[src/core/pcl_pkg.sv]
// Package of offsets, reset values, field layouts and decode tables
package pcl_pkg;

   // Register offsets
   localparam logic [7:0] PCL_OFS_CORE = 8'h0D;
   localparam logic [7:0] PCL_OFS_REGS = 8'h0E;
   localparam logic [7:0] PCL_OFS_PINCFG = 8'h0F;
   localparam logic [7:0] PCL_OFS_PINDV = 8'h10;

   // Values after reset
   localparam logic [7:0] PCL_RST_CORE = 8'h60;
   localparam logic [7:0] PCL_RST_REGS = 8'h88;
   localparam logic [7:0] PCL_RST_PINCFG = 8'h00;
   localparam logic [7:0] PCL_RST_PINDV = 8'h00;
   localparam logic [7:0] PCL_RD_UNMAPPED = 8'h00;

   // Field position of the strap-loaded core voltage bit
   localparam int PCL_STRAP_BIT = 4;

   // Number of general-purpose pins
   localparam int PCL_NPINS = 4;

   // Core converter control layout, bit 7 down to bit 0
   typedef struct packed {
      logic coreOffInSleep;
      logic [2:0] coreVoltageSel;
      logic [1:0] sleepCoreVoltageSel;
      logic vibratorDriveEn;
      logic coreDischargeEn;
   } pcl_core_s;

   // Linear regulator control layout, bit 7 down to bit 0
   typedef struct packed {
      logic regulatorBOn;
      logic regulatorBSleepOff;
      logic [1:0] regulatorBVoltageSel;
      logic regulatorAOn;
      logic regulatorASleepOff;
      logic [1:0] regulatorAVoltageSel;
   } pcl_regs_s;

   // Pin interrupt configuration layout
   typedef struct packed {
      logic [3:0] edgeRising;
      logic [3:0] irqMask;
   } pcl_pincfg_s;

   // Pin direction and value layout
   typedef struct packed {
      logic [3:0] dirOut;
      logic [3:0] value;
   } pcl_pindv_s;

   // Register port request from the serial interface back end
   typedef struct packed {
      logic write;
      logic read;
      logic [7:0] addr;
      logic [7:0] wdata;
   } pcl_req_s;

   // Regulator power state
   typedef enum logic [2:0] {
      PCL_REG_OFF = 3'b001,
      PCL_REG_REDUCED = 3'b010,
      PCL_REG_FULL = 3'b100
   } pcl_regmode_e;

   // Core voltage table in millivolts, index is the 3-bit code
   function automatic logic [11:0] pclCoreMv(input logic [2:0] code);
      unique case (code)
         3'h0: pclCoreMv = 12'd850;
         3'h1: pclCoreMv = 12'd1000;
         3'h2: pclCoreMv = 12'd1100;
         3'h3: pclCoreMv = 12'd1200;
         3'h4: pclCoreMv = 12'd1300;
         3'h5: pclCoreMv = 12'd1400;
         3'h6: pclCoreMv = 12'd1500;
         3'h7: pclCoreMv = 12'd1800;
      endcase
   endfunction : pclCoreMv

   // Regulator B table in millivolts
   function automatic logic [11:0] pclRegBMv(input logic [1:0] code);
      unique case (code)
         2'h0: pclRegBMv = 12'd1800;
         2'h1: pclRegBMv = 12'd2500;
         2'h2: pclRegBMv = 12'd3000;
         2'h3: pclRegBMv = 12'd3300;
      endcase
   endfunction : pclRegBMv

   // Regulator A table in millivolts, zero means external divider
   function automatic logic [11:0] pclRegAMv(input logic [1:0] code);
      unique case (code)
         2'h0: pclRegAMv = 12'd0;
         2'h1: pclRegAMv = 12'd2500;
         2'h2: pclRegAMv = 12'd2750;
         2'h3: pclRegAMv = 12'd3000;
      endcase
   endfunction : pclRegAMv

   // Regulator power state from enable, sleep-off and low power mode
   function automatic pcl_regmode_e pclRegMode(input logic on,
                                               input logic sleepOff,
                                               input logic lowPower);
      if (!on)
         pclRegMode = PCL_REG_OFF;
      else if (!lowPower)
         pclRegMode = PCL_REG_FULL;
      else if (sleepOff)
         pclRegMode = PCL_REG_OFF;
      else
         pclRegMode = PCL_REG_REDUCED;
   endfunction : pclRegMode

endpackage : pcl_pkg

[src/core/pcl_regs.sv]
// Core converter, linear regulator and general-purpose pin register slice
// Function
// - Core code decodes to eight ascending voltages
// - Strap pin sets lowest core code bit
// - Host writes override strap-derived core code
// - Core-off-in-sleep turns converter off in sleep
// - Sleep core code: top zero, low from field
// - Leaving sleep restores full normal core code
// - Vibrator transistor follows its drive bit
// - Discharge in wait, or sleep with core off
// - Voltage selection accepted off or with enable; code accepts it in any write
// - Regulator B off, full, reduced or off
// - Regulator A follows same power behaviour
// - Regulator B code selects 1.8 to 3.3 V
// - Regulator A code selects divider to 3.0 V
// - Edge select picks falling or rising interrupt
// - Mask bit suppresses pin interrupt, resets clear
// - Direction bit: zero input, one output
// - Output value one pulls pin low
// - Input pins read level, writes ignored
// - Sleep pin, enable and style enter low power
// - Style zero with pin and enable enters wait
`timescale 1ns/1ps

module pcl_regs
   import pcl_pkg::*;
(
   // Clock and reset
   input wire logic clk,
   input wire logic rst,
   // Register port from the serial interface back end
   input wire pcl_req_s regReq,
   output logic [7:0] regRdata,
   output logic regRvalid,
   // Strap and sleep control inputs
   input wire logic coreDefaultStrap,
   input wire logic sleepRequestPin,
   input wire logic sleepFunctionEn,
   input wire logic sleepStyleSel,
   // Core converter controls
   output logic [2:0] coreVoltageCode,
   output logic [11:0] coreMillivolts,
   output logic coreConverterOn,
   output logic coreDischargeOn,
   output logic vibratorDriveOn,
   output logic lowPowerMode,
   output logic waitMode,
   // Linear regulator controls
   output pcl_regmode_e regulatorAMode,
   output logic [11:0] regulatorAMillivolts,
   output pcl_regmode_e regulatorBMode,
   output logic [11:0] regulatorBMillivolts,
   // General-purpose open-drain pins
   input wire logic [3:0] gpioIn,
   output logic [3:0] gpioOut,
   output logic [3:0] gpioOe,
   // Merged pin interrupt pulse
   output logic pinIrq
);

   // Stored registers, one per host-visible offset
   // Core converter control, strap bit patched after reset
   pcl_core_s core_reg;
   // Both linear regulators, enables and codes
   pcl_regs_s regs_reg;
   // Edge select and mask of the four pins
   pcl_pincfg_s pincfg_reg;
   // Direction and stored output value of the four pins
   pcl_pindv_s pindv_reg;

   // Strap capture pending after reset release
   logic strapPending_reg;

   // Pin synchronisers and previous sample
   logic [3:0] pinMeta_reg;
   logic [3:0] pinSync_reg;
   logic [3:0] pinPrev_reg;

   // Write strobes per register
   logic wrCore;
   logic wrRegs;
   logic wrPinCfg;
   logic wrPinDv;

   // Derived mode terms
   logic lowPowerNext;
   logic waitNext;
   logic [2:0] coreCodeNext;
   logic [3:0] pinEvent;
   logic [3:0] pinValueView;
   pcl_pindv_s wrDv;

   // Address decode of the write strobes
   // Only the four mapped offsets decode; any other write is dropped
   // A read in the same cycle as a write sees the old content
   assign wrCore = regReq.write && (regReq.addr == PCL_OFS_CORE);
   assign wrRegs = regReq.write && (regReq.addr == PCL_OFS_REGS);
   assign wrPinCfg = regReq.write && (regReq.addr == PCL_OFS_PINCFG);
   assign wrPinDv = regReq.write && (regReq.addr == PCL_OFS_PINDV);
   assign wrDv = pcl_pindv_s'(regReq.wdata);

   // Core converter control register
   // The strap is taken one edge after reset release, not in reset,
   // so the reset branch stays free of non-constant values
   // A host write in that first cycle takes priority over the strap
   always_ff @(posedge clk or posedge rst)
   begin
      if (rst)
      begin
         core_reg <= pcl_core_s'(PCL_RST_CORE);
         strapPending_reg <= 1'b1;
      end
      else
      begin
         strapPending_reg <= 1'b0;
         if (wrCore)
            // Host value wins over the strap
            core_reg <= pcl_core_s'(regReq.wdata);
         else if (strapPending_reg)
            // Strap low gives 1.5 V, high gives 1.8 V
            core_reg[PCL_STRAP_BIT] <= coreDefaultStrap;
      end
   end

   // Linear regulator register, selection taken in any write
   // No guard on the code: a change while enabled is the host's duty
   // Both regulators come out of reset enabled at their default code
   always_ff @(posedge clk or posedge rst)
   begin
      if (rst)
         regs_reg <= pcl_regs_s'(PCL_RST_REGS);
      else if (wrRegs)
         // Enable and voltage land together in one write
         regs_reg <= pcl_regs_s'(regReq.wdata);
   end

   // Pin interrupt configuration register
   always_ff @(posedge clk or posedge rst)
   begin
      if (rst)
         pincfg_reg <= pcl_pincfg_s'(PCL_RST_PINCFG);
      else if (wrPinCfg)
         pincfg_reg <= pcl_pincfg_s'(regReq.wdata);
   end

   // Pin direction and output value register
   // The direction given in the same write decides which value bits
   // land, so a pin turned to output takes its level in one write
   always_ff @(posedge clk or posedge rst)
   begin
      if (rst)
         pindv_reg <= pcl_pindv_s'(PCL_RST_PINDV);
      else if (wrPinDv)
      begin
         pindv_reg.dirOut <= wrDv.dirOut;
         // Value bits of pins left as inputs keep their old content
         for (int i = 0; i < PCL_NPINS; i++)
         begin
            if (wrDv.dirOut[i])
               pindv_reg.value[i] <= wrDv.value[i];
         end
      end
   end

   // Pin synchroniser chain and last sample for edge compare
   // Reset to the pull-up level, so no false edge follows reset
   // Only the second stage feeds edge logic and read-back
   always_ff @(posedge clk or posedge rst)
   begin
      if (rst)
      begin
         pinMeta_reg <= 4'hF;
         pinSync_reg <= 4'hF;
         pinPrev_reg <= 4'hF;
      end
      else
      begin
         pinMeta_reg <= gpioIn;
         pinSync_reg <= pinMeta_reg;
         pinPrev_reg <= pinSync_reg;
      end
   end

   // Edge qualification per pin
   // An output pin pulled low by this block also makes an edge here;
   // software masks such pins if it does not want the event
   always_comb
   begin
      for (int i = 0; i < PCL_NPINS; i++)
      begin
         if (pincfg_reg.edgeRising[i])
            // Rising edge selected
            pinEvent[i] = pinSync_reg[i] && !pinPrev_reg[i];
         else
            // Falling edge selected
            pinEvent[i] = !pinSync_reg[i] && pinPrev_reg[i];
      end
   end

   // Merged interrupt pulse, one per cycle with a qualifying transition
   // No status is held: edges on several pins in one cycle
   // give a single pulse
   always_ff @(posedge clk or posedge rst)
   begin
      if (rst)
         pinIrq <= 1'b0;
      else
         pinIrq <= |(pinEvent & ~pincfg_reg.irqMask);
   end

   // Input pins show their level, output pins their stored value
   assign pinValueView = (pindv_reg.dirOut & pindv_reg.value) |
                         (~pindv_reg.dirOut & pinSync_reg);

   // Sleep mode selection
   // Style high picks low power, style low picks wait;
   // the two terms can never be true together
   assign lowPowerNext = sleepRequestPin && sleepFunctionEn &&
                         sleepStyleSel;
   assign waitNext = sleepRequestPin && sleepFunctionEn &&
                     !sleepStyleSel;

   // Effective core code for the present mode
   always_comb
   begin
      if (lowPowerNext)
         // Top bit forced low in sleep
         coreCodeNext = {1'b0, core_reg.sleepCoreVoltageSel};
      else
         // Normal code comes straight back after sleep
         coreCodeNext = core_reg.coreVoltageSel;
   end

   // Registered core and mode outputs
   // All outputs follow their inputs one edge later, so that mode
   // flags and the decoded core code always change together
   always_ff @(posedge clk or posedge rst)
   begin
      if (rst)
      begin
         coreVoltageCode <= 3'h0;
         coreMillivolts <= 12'h000;
         coreConverterOn <= 1'b0;
         coreDischargeOn <= 1'b0;
         vibratorDriveOn <= 1'b0;
         lowPowerMode <= 1'b0;
         waitMode <= 1'b0;
      end
      else
      begin
         lowPowerMode <= lowPowerNext;
         waitMode <= waitNext;
         coreVoltageCode <= coreCodeNext;
         coreMillivolts <= pclCoreMv(coreCodeNext);
         // Converter is disabled in wait, and in sleep if so chosen
         coreConverterOn <= !waitNext &&
                            !(lowPowerNext && core_reg.coreOffInSleep);
         coreDischargeOn <= core_reg.coreDischargeEn &&
                            (waitNext ||
                             (lowPowerNext && core_reg.coreOffInSleep));
         vibratorDriveOn <= core_reg.vibratorDriveEn;
      end
   end

   // Registered regulator outputs
   // Mode uses the same sleep term as the core outputs, so the
   // regulators and the core converter switch on the same edge
   always_ff @(posedge clk or posedge rst)
   begin
      if (rst)
      begin
         regulatorAMode <= PCL_REG_OFF;
         regulatorBMode <= PCL_REG_OFF;
         regulatorAMillivolts <= 12'h000;
         regulatorBMillivolts <= 12'h000;
      end
      else
      begin
         regulatorBMode <= pclRegMode(regs_reg.regulatorBOn,
                                      regs_reg.regulatorBSleepOff,
                                      lowPowerNext);
         regulatorAMode <= pclRegMode(regs_reg.regulatorAOn,
                                      regs_reg.regulatorASleepOff,
                                      lowPowerNext);
         regulatorBMillivolts <=
            pclRegBMv(regs_reg.regulatorBVoltageSel);
         // Host keeps upward steps on A below ten percent
         regulatorAMillivolts <=
            pclRegAMv(regs_reg.regulatorAVoltageSel);
      end
   end

   // Open-drain drive: enable only when pulling low
   // The data side is held at zero; a released pin is left to
   // its external pull-up, never driven high
   always_ff @(posedge clk or posedge rst)
   begin
      if (rst)
      begin
         gpioOe <= 4'h0;
         gpioOut <= 4'h0;
      end
      else
      begin
         gpioOe <= pindv_reg.dirOut & pindv_reg.value;
         gpioOut <= 4'h0;
      end
   end

   // Read port, answered the cycle after the read strobe
   // Read data holds until the next read; valid is a single pulse
   // Input pins read their synchronised level, two edges late
   always_ff @(posedge clk or posedge rst)
   begin
      if (rst)
      begin
         regRdata <= 8'h00;
         regRvalid <= 1'b0;
      end
      else
      begin
         regRvalid <= regReq.read;
         if (regReq.read)
         begin
            unique case (regReq.addr)
               PCL_OFS_CORE: regRdata <= core_reg;
               PCL_OFS_REGS: regRdata <= regs_reg;
               PCL_OFS_PINCFG: regRdata <= pincfg_reg;
               PCL_OFS_PINDV: regRdata <= {pindv_reg.dirOut, pinValueView};
               // Unmapped offsets read as zero
               default: regRdata <= PCL_RD_UNMAPPED;
            endcase
         end
      end
   end

endmodule : pcl_regs

[config.mk]
export PLATFORM = sky130hd
export DESIGN_NAME = pcl_regs
export DESIGN_NICKNAME = d
export VERILOG_FILES = /design/src/core/pcl_pkg.sv /design/src/core/pcl_regs.sv
export SDC_FILE = /design/constraint.sdc
export NUM_CORES = 1
export LEC_CHECK = 0
export ABC_AREA = 1
export CORE_MARGIN = 4
export CORE_UTILIZATION = 30
export CTS_CLUSTER_SIZE = 24
export DETAILED_ROUTE_END_ITERATION = 10
export DONT_BUFFER_PORTS = 1
export SLEW_MARGIN = 20
export SYNTH_ARGS = -nofsm -noshare
export SYNTH_HDL_FRONTEND = slang
export SYNTH_SLANG_ARGS = --single-unit
export TNS_END_PERCENT = 30
[constraint.sdc]
create_clock -name clk -period 3.79 [get_ports clk]
set_input_delay 0.758 -clock clk [delete_from_list [all_inputs] [get_ports clk]]
set_output_delay 0.758 -clock clk [all_outputs]
set_load 0.1 [all_outputs]
==> impl_metrics.env <==
export IMPL_status="completed"
export IMPL_wire_per_inst_um=15.0
export IMPL_critPathCaptureType="output port"
export IMPL_syn_to_final_growth_pct=10.2
export IMPL_drt_iter0_drc=184
export IMPL_ys_seq_area_share_pct=59.5
export IMPL_postCtsSetupRepairBufs=0
export IMPL_hold_ws_ps=354
export IMPL_yosys_warnings=0
export IMPL_grt_setup_unrepaired="no"
export IMPL_path_clk_slew_ps=60
export IMPL_cts_hold_buf=0
export IMPL_drive_gt1_share_pct=15.7
export IMPL_core_rowCount=42
export IMPL_grtUsageMet3_pct=5.45
export IMPL_path_class="reg2out"
export IMPL_htreeDepth=3
export IMPL_vias=2667
export IMPL_cts_sinks=96
export IMPL_grt_max_degree=49
export IMPL_p_leak_uw=0.00229
export IMPL_worstMarginPinSlew_ps=1100
export IMPL_arrival_ps=1520
export IMPL_synth_area_sq_mm=0.00408
export IMPL_finalWeightedCongestion=0.836
export IMPL_worstPathRequired_ps=3030
export IMPL_skew_ps=4.18
export IMPL_antenna_found_initial=0
export IMPL_ys_seq_elements=96
export IMPL_met2_usage_pct=18.6
export IMPL_cts_tree="yes"
export IMPL_avgSynthCellArea_sq_um=9.78
export IMPL_nNetsFinal=454
export IMPL_fin_crit_sh_pct=60.2
export IMPL_die_w_um=125
export IMPL_reg2reg_slack_ps=2460
export IMPL_top_register="coreMillivolts"
export IMPL_dieArea_sq_mm=0.0155
export IMPL_vias_per_cell=4.47
export IMPL_finalCriticalPeriod_ps=2280
export IMPL_grt_pass1_wl_um=14800
export IMPL_grtUsageTotal_pct=12.3
export IMPL_coreArea_sq_mm=0.0133
export IMPL_hp_class="in2async"
export IMPL_worstSetupStartpointType="flop"
export IMPL_first_pass_iters=4
export IMPL_ys_types=28
export IMPL_grt_pass1_vias=2690
export IMPL_setup_viol_count_final=0
export IMPL_fillers=1344
export IMPL_hold_viol=0
export IMPL_insertedDiodeCount=0
export IMPL_drc=0
export IMPL_relSlewSlack_pct=27.0
export IMPL_overflow=0
export IMPL_peakVddDrop_v=0.000236
export IMPL_antenna_left=0
export IMPL_p_per_area_mw_per_mm2=586
export IMPL_post_dp_hpwl_um=6760
export IMPL_die_h_um=125
export IMPL_worstPathMaxFanout=4
export IMPL_initial_core_util_pct=30.7
export IMPL_cts_buffers=9
export IMPL_io_buffers=0
export IMPL_routed_wirelength_um=8960
export IMPL_layout_commonest_cell="nand2_1"
export IMPL_syn_instance_count=417
export IMPL_final_max_slew_viol_count=0
export IMPL_max_cap_violations=0
export IMPL_largest_reg_flops=10
export IMPL_max_clock_path_buffers=2
export IMPL_timing_setup_tns_ps=0
export IMPL_pin_count=96
export IMPL_clk_latency_ps=340
export IMPL_layout_common_cells="112 x nand2_1, 72 x dfrtp_1, 42 x inv_1"
export IMPL_grt_busiest_layer="met2"
export IMPL_cts_resized=0
export IMPL_met1_usage_pct=15.3
export IMPL_fmax_mhz=438
export IMPL_root_buffer="clkbuf_16"
## per-layer routing
| metal | vias to the layer above | wire length (um) |
|---|---|---|
| li1 | 1293 | - |
| met1 | 1286 | 3850 |
| met2 | 77 | 4180 |
| met3 | 11 | 758 |
| met4 | 0 | 167 |
| met5 | - | 0 |
## Yosys cell counts (all sizes together)
cell / instances / share of area (%)
nand2: 118 / 11
dfrtp: 77 / 47
o21ai: 47 / 5.9
inv: 44 / 4.0
nand3: 38 / 4.8
nor2: 24 / 4.4
buf: 23 / 4.5
dfstp: 19 / 12
ha: 10 / 3.1
a21oi: 5 / 0.61
o22ai: 3 / 0.46
or2: 3 / 0.46
nor3: 2 / 0.25
clkbuf: 1 / 0.092
conb: 1 / 0.092
nand3b: 1 / 0.18
nand4: 1 / 0.15
## logic make-up (layout without fill, tap and decap cells)
kind of cell    after synthesis  in the layout  share of synthesized area (%)
flops                        96             96                           59.5
simple gates                187            187                           21.7
fa+ha+maj                    10             10                           3.07
other cells                   1             11                         0.0919
buf+inv                      68             62                           8.65
compound gates               55             55                           7.02
## through the flow
step                setup slack (ps)  power [uW]  util, %  instance area (sq um)  cells
global placement                1830        1690     31.4                   4180    581
finish                          1510        2640     33.8                   4500    597
CTS                             1490        2680     33.8                   4500    597
global route                    1470        2760     33.8                   4500    597
floorplan                        558        1670        -                   4120    427
detailed placement              1800        1700     31.4                   4180    581
## power by group
part	internal [uW]	switching (uW)
Sequential	1100	407
Clock	592	372
Combinational	36.5	132
Total	1730	911
## worst register-to-register path: cells and delay by family (launching register included)
kind	cells	cell delay (ps)
AO/OA/AOI/OAI	1	120
buffers and inverters	2	170
AND/OR/NAND/NOR	4	400
flip-flops	1	530
## layout make-up
class / count / area [sq um] / share of cell area [%]
sequential: 96 / 2430 / 54.1
multi-input combinational: 263 / 1340 / 29.8
clock buffer: 10 / 239 / 5.31
tap: 176 / 220 / 4.90
inverter: 44 / 168 / 3.73
clock inverter: 6 / 82.6 / 1.84
timing repair buffer: 2 / 15.0 / 0.334
## final timing paths
| kind | start | to | depth (start not counted) |
|---|---|---|---|
| hold / removal | rst | regulatorAMillivolts[2] | 1 |
| min in group clk | pinMeta_reg[1] | pinSync_reg[1] | 0 |
| hold reg to reg | pinMeta_reg[1] | pinSync_reg[1] | 0 |
| max in group asynchronous | rst | pinPrev_reg[2] | 2 |
| setup / recovery | regulatorAMillivolts[9] | regulatorAMillivolts[3] | 0 |
| setup reg to reg | core_reg[5] | coreMillivolts[4] | 7 |
No activity file was read; power rests on OpenSTA's default activity.
